File: config.mk
export PLATFORM = sky130hd
export DESIGN_NAME = effective_address_generator
export DESIGN_NICKNAME = d
export VERILOG_FILES = /design/src/verilog/eag_pkg.sv /design/src/verilog/effective_address_generator.sv
export SDC_FILE = /design/constraint.sdc
export NUM_CORES = 1
export LEC_CHECK = 0
export BUFFER_PORTS_ARGS = -buffer_cell sky130_fd_sc_hd__buf_2
export CAP_MARGIN = 20
export CORE_UTILIZATION = 50
export CTS_CLUSTER_DIAMETER = 40
export DETAILED_ROUTE_END_ITERATION = 6
export HOLD_SLACK_MARGIN = 0.06
export PLACE_DENSITY = 0.77
export SLEW_MARGIN = 10
export SYNTH_ARGS = -nofsm -noshare
export SYNTH_HDL_FRONTEND = slang
export SYNTH_SLANG_ARGS = --single-unit
File: constraint.sdc
create_clock -name mclk_i -period 2.8 [get_ports mclk_i]
set_clock_uncertainty 0.2 [all_clocks]
set_input_delay 0.56 -clock mclk_i [delete_from_list [all_inputs] [get_ports mclk_i]]
set_output_delay 0.56 -clock mclk_i [all_outputs]
set_load 0.1 [all_outputs]
File: src/verilog/eag_pkg.sv
// package for the effective address generator: offsets, field positions,
// reset values, fsm codes and the carrier structs.
// assumes one clock domain and a word-wide core memory port.
package eag_pkg;

    localparam int unsigned WORD_W = 18;
    localparam int unsigned ADDR_W = 17;
    localparam int unsigned REG_AW = 4;

    // register offsets on the plain register port
    localparam logic [REG_AW-1:0] OFF_MODE = 4'h0;
    localparam logic [REG_AW-1:0] OFF_INDEX = 4'h4;
    localparam logic [REG_AW-1:0] OFF_STATUS = 4'h8;
    localparam logic [REG_AW-1:0] OFF_LAST_EA = 4'hC;

    // instruction bits, bit 0 is the lsb of the word
    localparam int unsigned IND_BIT = 13;
    localparam int unsigned IDX_BIT = 12;
    localparam int unsigned PAGE_FIELD_W = 12;
    localparam int unsigned BANK_FIELD_W = 13;
    localparam int unsigned PTR_W = 15;

    localparam logic [ADDR_W-1:0] AUTOINC_LO = 17'h00008;
    localparam logic [ADDR_W-1:0] AUTOINC_HI = 17'h0000F;

    localparam logic RST_BANK_MODE = 1'b0;
    localparam logic [WORD_W-1:0] RST_INDEX = 18'h00000;

    typedef enum logic [2:0] {
        S_IDLE = 3'b001,
        S_PTR_RD = 3'b010,
        S_AI_WR = 3'b100
    } fsm_t;

    typedef struct packed {
        logic req;
        logic we;
        logic [ADDR_W-1:0] addr;
        logic [WORD_W-1:0] wdata;
    } mem_cmd_t;

    typedef struct packed {
        logic wr;
        logic rd;
        logic [REG_AW-1:0] addr;
        logic [31:0] wdata;
    } reg_req_t;

    typedef struct packed {
        fsm_t fsm;
        logic bank_mode;
        logic [WORD_W-1:0] index_offset_register;
        logic [WORD_W-1:0] instr;
        logic [ADDR_W-1:0] pc;
        logic [WORD_W-1:0] ptr;
        mem_cmd_t mem;
        logic [ADDR_W-1:0] ea;
        logic ea_valid;
        logic [31:0] rdata;
        logic sw_meta;
        logic sw_sync;
    } eag_state_t;

    localparam eag_state_t ST_RESET = '{
        fsm: S_IDLE,
        bank_mode: RST_BANK_MODE,
        index_offset_register: RST_INDEX,
        default: '0
    };

endpackage : eag_pkg

File: src/verilog/effective_address_generator.sv
// effective operand address generator for memory-reference instructions.
// assumes a sequencer that offers instructions with a pc, and a core memory
// that acknowledges each request with a one-cycle ack.
`timescale 1ns/10ps
module effective_address_generator (
    input wire logic mclk_i,
    input wire logic rst_n_i,
    input eag_pkg::reg_req_t reg_req_i,
    output logic [31:0] reg_rdata_o,
    input wire logic console_bank_sw_i,
    input wire logic prog_start_i,
    input wire logic [eag_pkg::ADDR_W-1:0] pc_i,
    input wire logic req_valid_i,
    input wire logic [eag_pkg::WORD_W-1:0] instr_i,
    output logic ready_o,
    output eag_pkg::mem_cmd_t mem_cmd_o,
    input wire logic mem_ack_i,
    input wire logic [eag_pkg::WORD_W-1:0] mem_rdata_i,
    output logic ea_valid_o,
    output logic [eag_pkg::ADDR_W-1:0] effective_operand_address_o
);

    eag_pkg::eag_state_t s;
    eag_pkg::eag_state_t next_s;

    // direct address: upper bits from pc, field width from mode
    function automatic logic [16:0] dir_addr(input logic [17:0] ins,
                                             input logic [16:0] pc,
                                             input logic bank);
        if (bank)
            return {pc[16:13], ins[12:0]};
        else
            return {pc[16:12], ins[11:0]};
    endfunction : dir_addr

    // address field seen as an absolute word number
    function automatic logic [16:0] field_abs(input logic [17:0] ins,
                                              input logic bank);
        if (bank)
            return {4'h0, ins[12:0]};
        else
            return {5'h00, ins[11:0]};
    endfunction : field_abs

    function automatic logic ai_hit(input logic [17:0] ins,
                                    input logic bank);
        logic [16:0] f;
        f = field_abs(ins, bank);
        return ins[eag_pkg::IND_BIT] && f >= eag_pkg::AUTOINC_LO
               && f <= eag_pkg::AUTOINC_HI;
    endfunction : ai_hit

    // index added last, full 18-bit signed sum cut to 17 bits
    function automatic logic [16:0] post_idx(input logic [16:0] base,
                                             input logic [17:0] ins,
                                             input logic bank,
                                             input logic [17:0] xr);
        logic [17:0] sum;
        sum = {1'b0, base} + xr;
        if (!bank && ins[eag_pkg::IDX_BIT])
            return sum[16:0];
        else
            return base;
    endfunction : post_idx

    logic accept;
    logic [17:0] incr_word;
    logic [16:0] ptr_base;

    assign accept = req_valid_i && (s.fsm == eag_pkg::S_IDLE);
    assign incr_word = mem_rdata_i + 18'h00001;
    // pointer keeps the current block, bits 0..14 come from memory
    assign ptr_base = {s.pc[16:15], mem_rdata_i[eag_pkg::PTR_W-1:0]};

    always_comb
    begin
        next_s = s;
        next_s.ea_valid = 1'b0;
        next_s.rdata = 32'h00000000;
        next_s.sw_meta = console_bank_sw_i;
        next_s.sw_sync = s.sw_meta;
        // switch sampled at program start, a later software write overrides
        if (prog_start_i)
            next_s.bank_mode = s.sw_sync;
        if (reg_req_i.wr)
        begin
            unique case (reg_req_i.addr)
                eag_pkg::OFF_MODE: next_s.bank_mode = reg_req_i.wdata[0];
                eag_pkg::OFF_INDEX:
                    next_s.index_offset_register = reg_req_i.wdata[17:0];
                default: ;
            endcase
        end
        if (reg_req_i.rd)
        begin
            unique case (reg_req_i.addr)
                eag_pkg::OFF_MODE: next_s.rdata = {31'h0, s.bank_mode};
                eag_pkg::OFF_INDEX:
                    next_s.rdata = {14'h0, s.index_offset_register};
                eag_pkg::OFF_STATUS: next_s.rdata = {29'h0, s.fsm};
                eag_pkg::OFF_LAST_EA: next_s.rdata = {15'h0, s.ea};
                default: next_s.rdata = 32'h00000000;
            endcase
        end
        unique case (s.fsm)
            eag_pkg::S_IDLE:
            begin
                if (accept)
                begin
                    next_s.instr = instr_i;
                    next_s.pc = pc_i;
                    if (instr_i[eag_pkg::IND_BIT])
                    begin
                        next_s.fsm = eag_pkg::S_PTR_RD;
                        next_s.mem.req = 1'b1;
                        next_s.mem.we = 1'b0;
                        // auto-increment words live in block 0 whatever the pc
                        if (ai_hit(instr_i, s.bank_mode))
                            next_s.mem.addr = field_abs(instr_i,
                                                        s.bank_mode);
                        else
                            next_s.mem.addr = dir_addr(instr_i, pc_i,
                                                       s.bank_mode);
                    end
                    else
                    begin
                        // no memory cycle, the sum is ready at once
                        next_s.ea = post_idx(dir_addr(instr_i, pc_i,
                                             s.bank_mode), instr_i,
                                             s.bank_mode,
                                             s.index_offset_register);
                        next_s.ea_valid = 1'b1;
                    end
                end
            end
            eag_pkg::S_PTR_RD:
            begin
                if (mem_ack_i)
                begin
                    if (ai_hit(s.instr, s.bank_mode))
                    begin
                        next_s.ptr = incr_word;
                        next_s.mem.we = 1'b1;
                        next_s.mem.wdata = incr_word;
                        next_s.fsm = eag_pkg::S_AI_WR;
                    end
                    else
                    begin
                        next_s.mem.req = 1'b0;
                        next_s.ea = post_idx(ptr_base, s.instr, s.bank_mode,
                                             s.index_offset_register);
                        next_s.ea_valid = 1'b1;
                        next_s.fsm = eag_pkg::S_IDLE;
                    end
                end
            end
            eag_pkg::S_AI_WR:
            begin
                // operand address held back until the write-back is taken
                if (mem_ack_i)
                begin
                    next_s.mem.req = 1'b0;
                    next_s.mem.we = 1'b0;
                    next_s.ea = post_idx(s.ptr[16:0], s.instr, s.bank_mode,
                                         s.index_offset_register);
                    next_s.ea_valid = 1'b1;
                    next_s.fsm = eag_pkg::S_IDLE;
                end
            end
            default: next_s.fsm = eag_pkg::S_IDLE;
        endcase
    end

    always_ff @(posedge mclk_i or negedge rst_n_i)
    begin
        if (!rst_n_i)
            s <= eag_pkg::ST_RESET;
        else
            s <= next_s;
    end

    assign reg_rdata_o = s.rdata;
    assign ready_o = (s.fsm == eag_pkg::S_IDLE);
    assign mem_cmd_o = s.mem;
    assign ea_valid_o = s.ea_valid;
    assign effective_operand_address_o = s.ea;

    // checks
    logic [17:0] chk_idx_sum;
    logic [17:0] chk_post_sum;
    assign chk_idx_sum = {1'b0, pc_i[16:12], instr_i[11:0]}
                         + s.index_offset_register;
    assign chk_post_sum = {1'b0, ptr_base} + s.index_offset_register;
endmodule : effective_address_generator

==> summary by stage <==
Min path
In this run the most critical hold path is launched from console_bank_sw_i. The path category of the worst min-delay check is input pin to register.

Timing
The final cycle utilization of the critical path is 111%. The final critical-path setup slack is -0.302 ns. The slew at the pin with the worst max-slew slack is 0.844 ns. The final critical delay including setup and external delays is 3.10 ns. The worst-case hold slack is 0.0978 ns. The max-slew violation count came to 0. Setup repair after global routing could not meet its margin everywhere. The count of endpoints failing hold in the final timing report is 0. The worst pin sits at a relative slew slack of 43.3%. The upper clock frequency limit is 322 MHz.

The final number of setup-violating endpoints is 6.

Yosys
The number of flops mapped to enable cells by yosys is 0. After technology mapping, the gate count stands at 893. The post-synthesis sequential area ratio is 34.0%. The cell taking the most area after synthesis is dfrtp_1. The count of warnings emitted by yosys is 0. The cell area that synthesis handed to floorplanning was 0.00810 mm2. The adder and majority cell fraction of the synthesized area is 8.31%. The number of unique standard cell types used by synthesis is 67. The top cell type's share of synthesized area is 33.7%. The post-synthesis async set-or-reset flop share is 100%.

Among all flip-flop cells after synthesis, the most frequent one is dfrtp_1. The mean instance size in the synthesized netlist is 9.07 um2. The combinational family with the most area after synthesis is compound AO/OA/AOI/OAI gates. Summing the areas of all compound-gate instances in the mapped netlist gives 20.1% of the synthesized area. Of the total synthesized cell area, the portion taken by AND, OR, NAND and NOR gates is 14.5%. The synthesized design contains 110 register bits. Of the post-synthesis cell area, the part taken by muxes is 7.12%.

After synthesis, the cell types taking the most area are dfrtp_1 34%, buf_4 8.0%, ha_1 7.6%. The area share of xor/xnor cells in the synthesized design is 5.63%.

Setup path
Data on the critical path is required at its endpoint by 2.90 ns. STA classifies the critical path endpoint as a register. The slowest cell on the critical path is dfrtp_2. In this run the worst path has a maximum fanout of 3.

Walking the worst path, the cells encountered are buf_4 -> buf_6 -> ha_4 -> fa_2 -> a211oi_4 -> o211ai_1 -> nand2_1 -> a21oi_2 -> a221oi_2 -> xnor2_1 -> or4_1 -> nand3_1 -> a221o_1. Data on the critical path arrives at its endpoint at 3.20 ns. The worst setup path is of the register to register kind. The largest incremental delay on the critical path is 0.44 ns. The worst setup path is launched from a register.

Tracing the worst setup path back leads to its startpoint at s[142]. The startpoint identified for the worst register-to-register timing path is s[142].

Cells and area
Excluding fillers, the count of instances in the completed layout stands at 1312. The number of diodes is 0. The post-route netlist has 37.1% of its cells at a drive strength greater than 1.

Cells fill 63.3% of the core in the end. The multi-input combinational cells in the finished layout cover a total of 0.00475 mm2. In the final layout, flip-flops and latches occupy 0.00276 mm2. The filler cells instantiated in the layout total 1344.

Compared with the post-synthesis result, the final layout area differs by 23.7%. After the last flow step, the layout net total stands at 1240.

Detailed routing
The routed layout has 7456 vias. The detail route stage leaves a number of antenna-violating nets equal to 0. For this run, design rule violations remaining after detail routing come to 0.

The overall routed net length is 24.3 mm. The number of vias per cell is 5.68. The average wire per cell in the routed design is 18.5 um. The total iterations of the first detailed-routing run is 5. In this run, the number of DRC markers left after iteration 0 of detailed routing was 630.

Power
The leakage power of the design is 4.85 nW. The largest vdd supply drop is 0.398 mV. The overall power consumption is 6.91 mW. Dividing total power by cell area gives a power density of 690 mW/mm2.

Floorplanning
The die is 129 um tall. The region available for standard cell placement spans 0.0158 mm2. For this configuration, the core starts out at a cell density of 51.2%. The row count is 46. The chip width is 129 um.

The die covers 0.0167 mm2. During I/O placement, the number of pins put on the boundary was 185.

Clock network
The H-tree was split into 3 levels. The clock passes through at most 2 buffers. Counting the buffers created by CTS gives 9.

The master cell of the clock root buffer is clkbuf_16. TritonCTS built the clock tree. The clock network latency to the later pin of the worst-skew pair is 0.37 ns. Counting every sink on the clock net gives 110. Clock-pin slew was measured on the worst setup and hold paths at 0.07 ns.

Place
After detailed placement, the design holds a cell count of 1288. In this run the tool buffered the top-level ports with 140 buffer cells. The placed wire-length estimate after detailed placement is 18.7 mm.

The congestion estimate from routability-driven global placement came to 0.905. At the placement stage, the worst setup path has a slack of -0.575 ns.

Run status
The final reports fail on setup timing. The run finished, with violations left.

Global routing
The first global-routing pass estimated 37.0 mm of wire. After global routing the overflow that remains totals 0. Entering global routing, the biggest net connects 55 pins. In the global route stage, overall resource usage came out at 29.4%. The number of global-route vias before repair was 7117. The number of antenna violations at the first check in global routing is 0.

Flow run
The tool flagged a number of max-cap violations equal to 0.
[path summary, 6_finish.rpt]
kind                                                   endpoint  slack [ns]  cells past startpoint
worst max-delay path            effective_operand_address_o[16]       -0.30                     13
worst min-delay path                                  next_s[0]         0.1                      1
worst max register to register  effective_operand_address_o[16]       -0.30                     13
worst min register to register                             s[0]        0.16                      0
max in group asynchronous       effective_operand_address_o[15]        1.15                      3
min in group asynchronous                                s[144]        0.53                      2
[metrics by stage]
stage	cell area (um2)	setup TNS, ns
after floorplan	8170	-0.152
after global placement	9480	-2.30
after detailed placement	9480	-2.62
after CTS	9870	-0.511
after global routing	10000	-1.66
final	10000	-1.08
[sequential cells by signal (all words and copies together), names as in the netlist]
signal / cells
mem_cmd_o: 37
s: 34
reg_rdata_o: 18
effective_operand_address_o: 17
ptr_base: 2
ea_valid_o: 1
next_s: 1
[area by class of cell]
class / instances / area share [%]
Clock inverter: 6 / 0.450
Sequential cell: 110 / 27.5
Clock buffer: 10 / 2.39
Inverter: 19 / 0.712
Tap cell: 216 / 2.70
Timing Repair Buffer: 291 / 18.7
Multi-Input combinational cell: 660 / 47.5
[layout by cell type (no fill, tap or decap), types with 8 or more instances in the layout]
master and n:
o21bai_1 9, nor3_1 14, clkbuf_16 9, a21oi_2 12, conb_1 14, and3_1 8, nand3_1 20, xor2_1 19
a21o_1 22, mux2_2 45, buf_2 139, o21ai_0 53, a21oi_1 50, nand2b_1 8, nor2b_1 10, nand2_1 81
inv_1 18, dfrtp_1 105, buf_4 146, nor2_1 63, xnor2_1 33, ha_1 46, a22oi_1 26
[critical path, delay by kind of cell, from the launching register on]
kind | cells | cell delay [ns]
xor gates and xnor gates | 1 | 0.10
DFF | 1 | 0.44
and+or+nand+nor | 3 | 0.64
adders and majority gates | 2 | 0.52
buffers and inverters | 2 | 0.27
AOI/OAI and AO/OA | 5 | 0.88
[repair_timing]
item,CTS,global route
pin swaps,21,27
hold buffers,1,0
cloned,0,0
gates resized for setup,18,30
endpoints found under the setup margin,11,11
setup buffers,5,2
endpoints found under the hold margin,40,0
[where the power goes]
group | leakage, nW | total [mW] | switching (mW) | internal, mW
sequential | 1.39 | 2.08 | 0.261 | 1.82
clock | 0.143 | 1.28 | 0.641 | 0.636
combinational | 3.32 | 3.55 | 2.28 | 1.27
[kinds of logic (layout without fill, tap and decap cells)]
kind of cell    after synthesis  after routing
compound gates              247            247
fa+ha+maj                    52             52
flops                       110            110
other cells                   1             14
mux                          52             52
buf+inv                     136            326
simple gates                243            243
xor+xnor                     52             52
[cells in the mapped netlist (4+ instances only)]
cell / instances
nand2b_1: 8
or4_1: 4
dfrtp_1: 109
buf_4: 86
xor2_1: 19
and2_1: 4
ha_1: 49
o21a_1: 5
a22oi_1: 26
nand4_1: 5
clkbuf_1: 27
xnor2_1: 33
a221oi_1: 7
a21o_1: 22
nor3_1: 14
nor3b_1: 4
o211ai_1: 4
a21oi_1: 62
and3_1: 8
o21bai_1: 11
a22o_1: 6
a211oi_1: 4
inv_1: 18
nand2_1: 82
o221ai_1: 6
o21ai_0: 59
o22ai_1: 6
nor2b_1: 10
nand3_1: 20
nor2_1: 63
a221o_1: 4
mux2i_1: 7
mux2_2: 45
[per-layer routing]
metal,global-route usage [%],part of all wire [%]
met4,13.6,2.9
met2,45.9,45
met5,0,0
met3,3.88,7.4
met1,40.6,44
Note: power is estimated with default switching activity, not from simulation.
